**config.mk**
```make
export PLATFORM = sky130hd
export DESIGN_NAME = upio_irq_ctrl
export DESIGN_NICKNAME = d
export VERILOG_FILES = /design/src/hdl/upio_pulse_gen.v /design/src/hdl/upio_irq_ctrl.v
export VERILOG_INCLUDE_DIRS = /design/src /design/src/hdl
export SDC_FILE = /design/constraint.sdc
export NUM_CORES = 1
export LEC_CHECK = 0
export BUFFER_PORTS_ARGS = -buffer_cell sky130_fd_sc_hd__buf_2
export CAP_MARGIN = 20
export CORE_UTILIZATION = 40
export DETAILED_ROUTE_END_ITERATION = 6
export MAX_ROUTING_LAYER = met4
export PLACE_DENSITY_LB_ADDON = 0.08
export SKIP_CTS_REPAIR_TIMING = 1
export SLEW_MARGIN = 10
export SYNTH_ARGS = -nofsm -noshare
export SYNTH_HDL_FRONTEND = slang
export SYNTH_SLANG_ARGS = --single-unit
```
**constraint.sdc**
```tcl
create_clock -name ref_clk -period 1.7 [get_ports ref_clk]
set_clock_uncertainty 0.15 [all_clocks]
set_input_delay 0.085 -clock ref_clk [delete_from_list [all_inputs] [get_ports ref_clk]]
set_output_delay 0.085 -clock ref_clk [all_outputs]
set_load 0.1 [all_outputs]
```
**src/hdl/upio_map.vh**
```
// register map, field positions, codes and timing constants of the interrupt output block
//
// Behaviour
// - software sets the interrupt pin polarity and its level or pulse style through two bits of the configuration register at 10h.
// - after reset the pin is active low and in level style.
// - in pulse style one pulse of at least 60 ns is sent each time the OR of the enabled status bits rises from zero to one while no pulse is running.
// - the global gate bit of the mode register at 0Ch decides whether the pin may assert at all.
// - each USB event sets its own bit of the USB status register and each DMA event its own bit of the DMA reason register.
// - a status bit counts towards the pin only while its bit in the matching enable register is set.
// - a two-bit control-pipe field of the configuration register picks which control endpoint outcomes raise an event.
// - a two-bit IN-pipe field of the configuration register picks which IN endpoint outcomes raise an event.
// - a two-bit OUT-pipe field of the configuration register picks which OUT endpoint outcomes raise an event.
// - with the gate cleared events still set status bits, and setting the gate later asserts the pin if a bit is already set.
// - in level style, clearing the gate does not by itself release a pin that is already asserted.
// - the pin releases once the enabled status bits are all cleared, and a clear only acts when every byte of the register is written.
`ifndef UPIO_MAP_VH
`define UPIO_MAP_VH

// register port widths
`define UPIO_AW            8
`define UPIO_DW            16
`define UPIO_CFG_W         8

// register offsets
`define UPIO_OFS_MODE      8'h0c
`define UPIO_OFS_ICFG      8'h10
`define UPIO_OFS_USB_EN    8'h14
`define UPIO_OFS_USB_ST    8'h18
`define UPIO_OFS_DMA_ST    8'h50
`define UPIO_OFS_DMA_EN    8'h54

// reset values
`define UPIO_MODE_RST      16'h0000
`define UPIO_CFG_RST       8'h00
`define UPIO_EN_RST        16'h0000
`define UPIO_ST_RST        16'h0000
`define UPIO_RD_NONE       16'h0000
`define UPIO_CFG_PAD       8'h00

// field positions
`define UPIO_MODE_GATE     3
`define UPIO_CFG_STYLE     0
`define UPIO_CFG_POL       1
`define UPIO_CFG_OUT_LO    2
`define UPIO_CFG_IN_LO     4
`define UPIO_CFG_CTRL_LO   6
`define UPIO_BIT_CTRL      0
`define UPIO_BIT_IN        1
`define UPIO_BIT_OUT       2
`define UPIO_PIPE_BITS     3

// pipe select codes
`define UPIO_SEL_BOTH      2'b00
`define UPIO_SEL_ACK       2'b01
`define UPIO_SEL_NAK       2'b10
`define UPIO_SEL_NONE      2'b11

// byte lanes all written
`define UPIO_BE_ALL        2'b11

// timing
`define UPIO_PULSE_NS      60
`define UPIO_CLK_NS        50

`endif

```
**src/hdl/upio_pulse_gen.v**
```verilog
// fixed-length pulse stretcher for the interrupt pin
`timescale 1ns/1ps
module upio_pulse_gen #(
    parameter CW     = 4,
    parameter CYCLES = 2
) (
    input  wire          ref_clk,
    input  wire          nrst,
    input  wire          trig,
    output wire          busy
);

    localparam [CW-1:0] LOAD = CYCLES;
    localparam [CW-1:0] ZERO = {CW{1'b0}};
    localparam [CW-1:0] ONE  = {{(CW-1){1'b0}}, 1'b1};

    reg  [CW-1:0] cnt_ff;
    reg  [CW-1:0] nxt_cnt;

    // retrigger during a pulse is ignored so width never stretches unevenly
    always @* begin
        nxt_cnt = cnt_ff;
        if (cnt_ff != ZERO) begin
            nxt_cnt = cnt_ff - ONE;
        end else if (trig) begin
            nxt_cnt = LOAD;
        end
    end

    // down counter
    always @(posedge ref_clk or negedge nrst) begin
        if (!nrst) begin
            cnt_ff <= ZERO;
        end else begin
            cnt_ff <= nxt_cnt;
        end
    end

    assign busy = (cnt_ff != ZERO);

endmodule

```
**src/hdl/upio_irq_ctrl.v**
```verilog
// interrupt status, enable, gating and pin drive of the usb peripheral
`timescale 1ns/1ps
`include "upio_map.vh"
module upio_irq_ctrl #(
    parameter PCW = 4
) (
    input  wire                  ref_clk,
    input  wire                  nrst,
    input  wire [`UPIO_AW-1:0]   reg_addr,
    input  wire [`UPIO_DW-1:0]   reg_wdata,
    input  wire [1:0]            reg_be,
    input  wire                  reg_wr,
    input  wire                  reg_rd,
    output wire [`UPIO_DW-1:0]   reg_rdata,
    input  wire [`UPIO_DW-1:0]   usb_evt,
    input  wire [`UPIO_DW-1:0]   dma_evt,
    input  wire                  ctrl_ack,
    input  wire                  ctrl_nak,
    input  wire                  in_ack,
    input  wire                  in_nak,
    input  wire                  out_ack,
    input  wire                  out_nak,
    output wire                  irq_pin
);

    ////////////////////////////////////////////////////////////////////////
    // constants

    // least time rounds up to whole cycles, never below one
    localparam PULSE_RAW = (`UPIO_PULSE_NS + `UPIO_CLK_NS - 1) / `UPIO_CLK_NS;
    localparam PULSE_CYC = (PULSE_RAW < 1) ? 1 : PULSE_RAW;
    localparam DW        = `UPIO_DW;
    localparam PB        = `UPIO_PIPE_BITS;

    ////////////////////////////////////////////////////////////////////////
    // functions

    // merge write data into a register lane by lane
    function [DW-1:0] lane_merge;
        input [DW-1:0] old_val;
        input [DW-1:0] new_val;
        input [1:0]    be;
        begin
            lane_merge[7:0]  = be[0] ? new_val[7:0]  : old_val[7:0];
            lane_merge[15:8] = be[1] ? new_val[15:8] : old_val[15:8];
        end
    endfunction

    // qualify one pipe outcome with its select field
    function pipe_qual;
        input [1:0] sel;
        input       ack;
        input       nak;
        begin
            case (sel)
                `UPIO_SEL_BOTH: pipe_qual = ack | nak;
                `UPIO_SEL_ACK:  pipe_qual = ack;
                `UPIO_SEL_NAK:  pipe_qual = nak;
                `UPIO_SEL_NONE: pipe_qual = 1'b0;
                default:        pipe_qual = 1'b0;
            endcase
        end
    endfunction

    ////////////////////////////////////////////////////////////////////////
    // registers

    reg  [DW-1:0]          mode_ff;
    reg  [`UPIO_CFG_W-1:0] cfg_ff;
    reg  [DW-1:0]          usb_en_ff;
    reg  [DW-1:0]          dma_en_ff;
    reg  [DW-1:0]          usb_st_ff;
    reg  [DW-1:0]          dma_st_ff;
    reg  [DW-1:0]          rdata_ff;
    reg                    level_ff;
    reg                    gated_d_ff;
    reg                    irq_pin_ff;

    reg  [DW-1:0]          nxt_rdata;
    wire [DW-1:0]          nxt_usb_st;
    wire [DW-1:0]          nxt_dma_st;
    reg                    nxt_level;
    wire                   nxt_irq_pin;

    ////////////////////////////////////////////////////////////////////////
    // address decode

    wire wr_mode   = reg_wr & (reg_addr == `UPIO_OFS_MODE);
    wire wr_cfg    = reg_wr & (reg_addr == `UPIO_OFS_ICFG);
    wire wr_usb_en = reg_wr & (reg_addr == `UPIO_OFS_USB_EN);
    wire wr_dma_en = reg_wr & (reg_addr == `UPIO_OFS_DMA_EN);
    wire full_wr   = (reg_be == `UPIO_BE_ALL);

    // partial writes never clear: a half clear would leave stale bits
    wire clr_usb   = reg_wr & full_wr & (reg_addr == `UPIO_OFS_USB_ST);
    wire clr_dma   = reg_wr & full_wr & (reg_addr == `UPIO_OFS_DMA_ST);

    ////////////////////////////////////////////////////////////////////////
    // configuration fields

    wire       gate      = mode_ff[`UPIO_MODE_GATE];
    wire       style_lvl = ~cfg_ff[`UPIO_CFG_STYLE];
    wire       pol_high  = cfg_ff[`UPIO_CFG_POL];
    wire [1:0] ctrl_sel  = cfg_ff[`UPIO_CFG_CTRL_LO +: 2];
    wire [1:0] in_sel    = cfg_ff[`UPIO_CFG_IN_LO +: 2];
    wire [1:0] out_sel   = cfg_ff[`UPIO_CFG_OUT_LO +: 2];

    ////////////////////////////////////////////////////////////////////////
    // pipe event selection

    wire ctrl_hit = pipe_qual(ctrl_sel, ctrl_ack, ctrl_nak);
    wire in_hit   = pipe_qual(in_sel, in_ack, in_nak);
    wire out_hit  = pipe_qual(out_sel, out_ack, out_nak);

    // pipe outcomes land in the low bits next to ordinary usb events
    wire [PB-1:0] pipe_vec;
    assign pipe_vec[`UPIO_BIT_CTRL] = ctrl_hit;
    assign pipe_vec[`UPIO_BIT_IN]   = in_hit;
    assign pipe_vec[`UPIO_BIT_OUT]  = out_hit;

    wire [DW-1:0] usb_set = usb_evt | {{(DW-PB){1'b0}}, pipe_vec};

    ////////////////////////////////////////////////////////////////////////
    // sticky status bits

    // set wins over clear so an event in the clearing cycle survives
    genvar gi;
    generate
        for (gi = 0; gi < DW; gi = gi + 1) begin : g_st
            assign nxt_usb_st[gi] = usb_set[gi] |
                                    (usb_st_ff[gi] & ~(clr_usb & reg_wdata[gi]));
            assign nxt_dma_st[gi] = dma_evt[gi] |
                                    (dma_st_ff[gi] & ~(clr_dma & reg_wdata[gi]));
        end
    endgenerate

    // status registers take events regardless of the gate
    always @(posedge ref_clk or negedge nrst) begin
        if (!nrst) begin
            usb_st_ff <= `UPIO_ST_RST;
            dma_st_ff <= `UPIO_ST_RST;
        end else begin
            usb_st_ff <= nxt_usb_st;
            dma_st_ff <= nxt_dma_st;
        end
    end

    ////////////////////////////////////////////////////////////////////////
    // software registers

    // mode, configuration and enables, written lane by lane
    always @(posedge ref_clk or negedge nrst) begin
        if (!nrst) begin
            mode_ff   <= `UPIO_MODE_RST;
            cfg_ff    <= `UPIO_CFG_RST;
            usb_en_ff <= `UPIO_EN_RST;
            dma_en_ff <= `UPIO_EN_RST;
        end else begin
            if (wr_mode) begin
                mode_ff <= lane_merge(mode_ff, reg_wdata, reg_be);
            end
            if (wr_cfg && reg_be[0]) begin
                cfg_ff <= reg_wdata[`UPIO_CFG_W-1:0];
            end
            if (wr_usb_en) begin
                usb_en_ff <= lane_merge(usb_en_ff, reg_wdata, reg_be);
            end
            if (wr_dma_en) begin
                dma_en_ff <= lane_merge(dma_en_ff, reg_wdata, reg_be);
            end
        end
    end

    ////////////////////////////////////////////////////////////////////////
    // read path

    // unmapped offsets read zero, config sits in the low byte
    always @* begin
        case (reg_addr)
            `UPIO_OFS_MODE:   nxt_rdata = mode_ff;
            `UPIO_OFS_ICFG:   nxt_rdata = {`UPIO_CFG_PAD, cfg_ff};
            `UPIO_OFS_USB_EN: nxt_rdata = usb_en_ff;
            `UPIO_OFS_USB_ST: nxt_rdata = usb_st_ff;
            `UPIO_OFS_DMA_ST: nxt_rdata = dma_st_ff;
            `UPIO_OFS_DMA_EN: nxt_rdata = dma_en_ff;
            default:          nxt_rdata = `UPIO_RD_NONE;
        endcase
    end

    // read data held until the next read
    always @(posedge ref_clk or negedge nrst) begin
        if (!nrst) begin
            rdata_ff <= `UPIO_RD_NONE;
        end else if (reg_rd) begin
            rdata_ff <= nxt_rdata;
        end
    end

    assign reg_rdata = rdata_ff;

    ////////////////////////////////////////////////////////////////////////
    // pending and gating

    wire usb_pend = |(usb_st_ff & usb_en_ff);
    wire dma_pend = |(dma_st_ff & dma_en_ff);
    wire any_pend = usb_pend | dma_pend;
    wire gated    = any_pend & gate;

    // level: gate only arms assertion, release follows status alone
    always @* begin
        nxt_level = level_ff;
        if (!any_pend) begin
            nxt_level = 1'b0;
        end else if (gate) begin
            nxt_level = 1'b1;
        end
    end

    // level latch and pulse edge detector
    always @(posedge ref_clk or negedge nrst) begin
        if (!nrst) begin
            level_ff   <= 1'b0;
            gated_d_ff <= 1'b0;
        end else begin
            level_ff   <= nxt_level;
            gated_d_ff <= gated;
        end
    end

    ////////////////////////////////////////////////////////////////////////
    // pulse timing

    // gate rising with bits already set counts as a new rise
    wire pulse_trig = gated & ~gated_d_ff & ~style_lvl;
    wire pulse_busy;

    upio_pulse_gen #(
        .CW     (PCW),
        .CYCLES (PULSE_CYC)
    ) u_pulse (
        .ref_clk (ref_clk),
        .nrst    (nrst),
        .trig    (pulse_trig),
        .busy    (pulse_busy)
    );

    ////////////////////////////////////////////////////////////////////////
    // pin drive

    // registered so the pin never glitches on decode
    wire active = style_lvl ? level_ff : pulse_busy;
    assign nxt_irq_pin = pol_high ? active : ~active;

    // idle level is high because reset selects active low
    always @(posedge ref_clk or negedge nrst) begin
        if (!nrst) begin
            irq_pin_ff <= 1'b1;
        end else begin
            irq_pin_ff <= nxt_irq_pin;
        end
    end

    assign irq_pin = irq_pin_ff;

endmodule

```
==> out/qor.txt <==
Cells after Synth - 409
Vias in the first global route - 4118
IO Pins - 85
Dominant cell type by area after synthesis - dfrtp_1
Worst path bufs/invs - 2
Final ANT Viol Nets - 0
Synth Register Bits - 111
CP endpoint kind - register
Largest net degree at the start of global routing - 37
TritonCTS Buffers - 9
Setup Total Neg Slack - -4950 ps
Antenna diodes - 0
R2R setup slack - -150 ps
Avg Vias per Cell - 5.29
CP peak stage delay - 390 ps
Core area - 12100 um2
Worst setup startpoint - usb_st_ff[12]
# fillers - 1011
Register Area - 2780 um2
Seq/Total Area, Yosys - 55.8%
Die ar. - 12900 um2
Power per cell area - 815 nW/um2
Final hold violation count - 0
Final Util - 60.8%
FF-to-FF path depth - 7
Critical Path RT - 1790 ps
Synth top area share - 55.3%
1st-pass router iterations - 6
Maximum vdd drop - 0.707 mV
RSZ-0062 raised after global routing - yes
Area delta synth->final - 47.3%
Layout net count - 695
Power consumption - 0.00597 W
Worst-path fanout max - 3
Synthesized Nets - 478
Critical setup path kind - reg -> reg
Final worst slack - -145 ps
Initial antenna violation count - 0
Hold Crit Depth - 4
Hold wc startpoint - in_nak
Synth cell types - 38
Achievable Freq - 542 MHz
Dpl hpwl - 10500 um
Final period util - 109%
Crit path DAT - 1930 ps
Worst slew margin - 67.3%
Delay-heaviest family, CP - simple AND/OR/NAND/NOR gates
H-tree levels - 3
Routed WL - 15100 um
Site Rows - 40
DIE HEIGHT - 114 um
Overall routing resource usage - 24.9%
Worst Hold Class - in -> reg
WL/cell - 18.9 um
Crit-path slowest cell - dfrtp_1
Synth Flop Type - dfrtp_1
Lkg Pwr - 3.30 nW
Status - complete, but fails checks
Reg2reg end - u_pulse.cnt_ff[1]
Via count - 4214
Mapped Area - 4980 um2
Slew Limit Fails - 0
Post-synth EDFFs - 0
Worst-Margin Slew - 494 ps
Root Driver - clkbuf_16
Critical path's most frequent cell - buf_4
CTS tree - built
Initial Utilization - 41.3%
Drc violations - 0
Grt total ovfl - 0
First-pass GRT wire length - 23200 um
CP Launch Type - register
Worst hold endpoint - usb_st_ff[1]
Final Critical Period - 1850 ps
Post-place setup slack - -533 ps
Mapped Avg Cell Area - 12.2 um2
Multi-input gate area - 2290 um2
Largest cells by area after synthesis - dfrtp_1, mux2_2, a21o_1
Initial DRC count - 213
Layout cells sized above 1 - 45.9%
Failing checks - negative setup slack
CTS max path bufs - 2
Die Wd - 114 um
Max cap viols - 0
Yosys warns - 0
Setup violators final - 52
GP Congestion - 0.788
R2R Path Start - usb_st_ff[12]
Cells along the critical path - a22oi_2 -> buf_4 -> nand4_1 -> nor4_2 -> buf_4 -> o21ai_4 -> mux2i_1
Number of clock sinks - 111
Clock transition at path regs - 70 ps
Synth async-reset ratio - 100%
I/O Buffers - 84
Later-pin clock latency in the skew report - 360 ps
## layout make-up
| cell class | count | share of cell area [%] |
|---|---|---|
| inverters | 9 | 0.461 |
| multi-input cells | 266 | 31.3 |
| clock inverters | 3 | 0.597 |
| repair buffers | 229 | 23.5 |
| flip-flops and latches | 111 | 37.9 |
| well taps | 168 | 2.87 |
| clock buffers | 11 | 3.45 |
## cells in the mapped netlist (2+ instances only)
| library cell | n |
|---|---|
| dfrtp_1 | 110 |
| mux2_2 | 64 |
| nand2_1 | 40 |
| a21o_1 | 30 |
| a22oi_1 | 25 |
| a222oi_1 | 16 |
| a31oi_1 | 16 |
| clkbuf_1 | 12 |
| nor2_1 | 12 |
| o21ai_0 | 12 |
| inv_1 | 9 |
| a22o_1 | 8 |
| buf_2 | 7 |
| and3_1 | 6 |
| nand3_1 | 4 |
| nand4_1 | 4 |
| a211o_1 | 3 |
| and4_1 | 3 |
| nor2b_1 | 3 |
| o22ai_1 | 3 |
| and2_1 | 2 |
| buf_4 | 2 |
| mux2i_1 | 2 |
| nor4_1 | 2 |
## worst register-to-register path, delay by kind of cell (launching register included)
| kind | cells | cell delay, ps |
|---|---|---|
| AND/OR/NAND/NOR | 2 | 440 |
| flip-flops | 1 | 390 |
| buffers and inverters | 2 | 340 |
| AO/OA/AOI/OAI | 2 | 290 |
| multiplexers | 1 | 130 |
## per-layer routing
metal / routed length (um) / GRT usage [%] / vias up / part of all wire [%]
met5: 0 / - / - / 0
met4: 182 / 6.32 / 0 / 1.2
met3: 591 / 5.15 / 14 / 3.9
met2: 7050 / 37.6 / 105 / 47
met1: 7250 / 34.3 / 2120 / 48
li1: - / - / 1975 / -
## through the flow
step | std cells | cell area, um2 | hold WS (ps)
6_report | 797 | 7330 | 32.6
5_1_grt | 797 | 7330 | 16.0
4_1_cts | 743 | 6600 | -487
3_5_place_dp | 729 | 6310 | -103
3_3_place_gp | 729 | 6310 | -112
2_1_floorplan | 409 | 5110 | -361
## cell usage in the layout (no fill, tap or decap), types with 5 or more instances in the layout
master / instances
mux2_4: 32
dfrtp_1: 110
clkbuf_16: 9
nand2_2: 11
a21o_1: 30
dlygate4sd3_1: 51
mux2_2: 32
and3_4: 5
nand2_1: 29
o21ai_0: 11
buf_2: 82
a31oi_1: 16
buf_6: 7
buf_4: 84
nor2_1: 11
a22oi_1: 21
inv_1: 9
a22o_1: 8
a222oi_1: 16
## kinds of logic (layout without fill, tap and decap cells)
group	after synthesis	after routing	share of synthesized area [%]
AO/OA/AOI/OAI	114	114	17.1
XOR/XNOR	1	1	0.176
adder cells (fa/ha/maj)	1	1	0.251
buffers and inverters	32	252	2.91
flip-flops	111	111	55.8
multiplexers	66	66	14.9
AND/OR/NAND/NOR	84	84	8.82
## report_power, final
group	switching, W	internal (W)	total, W
combinational	0.000566	0.000416	0.000981
clock	0.000962	0.00121	0.00217
sequential	0.0000695	0.00275	0.00282
total	0.00160	0.00438	0.00597
## worst max-delay path by stage
stage,slack (ps),cells after the start,end
after floorplan,-320,7,usb_en_ff[0]
after global placement,-490,7,dma_en_ff[12]
after detailed placement,-530,7,dma_en_ff[10]
after CTS,-290,6,u_pulse.cnt_ff[1]
after global routing,-270,7,u_pulse.cnt_ff[1]
final,-150,7,u_pulse.cnt_ff[1]
## sequential cells by signal, summed over array words and instances (netlist names)
| name | flops |
|---|---|
| usb_st_ff | 16 |
| dma_en_ff | 16 |
| cfg_ff | 8 |
| usb_en_ff | 16 |
| irq_pin | 1 |
| dma_st_ff | 16 |
| mode_ff | 16 |
| level_ff | 1 |
| reg_rdata | 16 |
| u_pulse.cnt_ff | 4 |
| gated_d_ff | 1 |
Note: power is estimated with default switching activity, not from simulation.
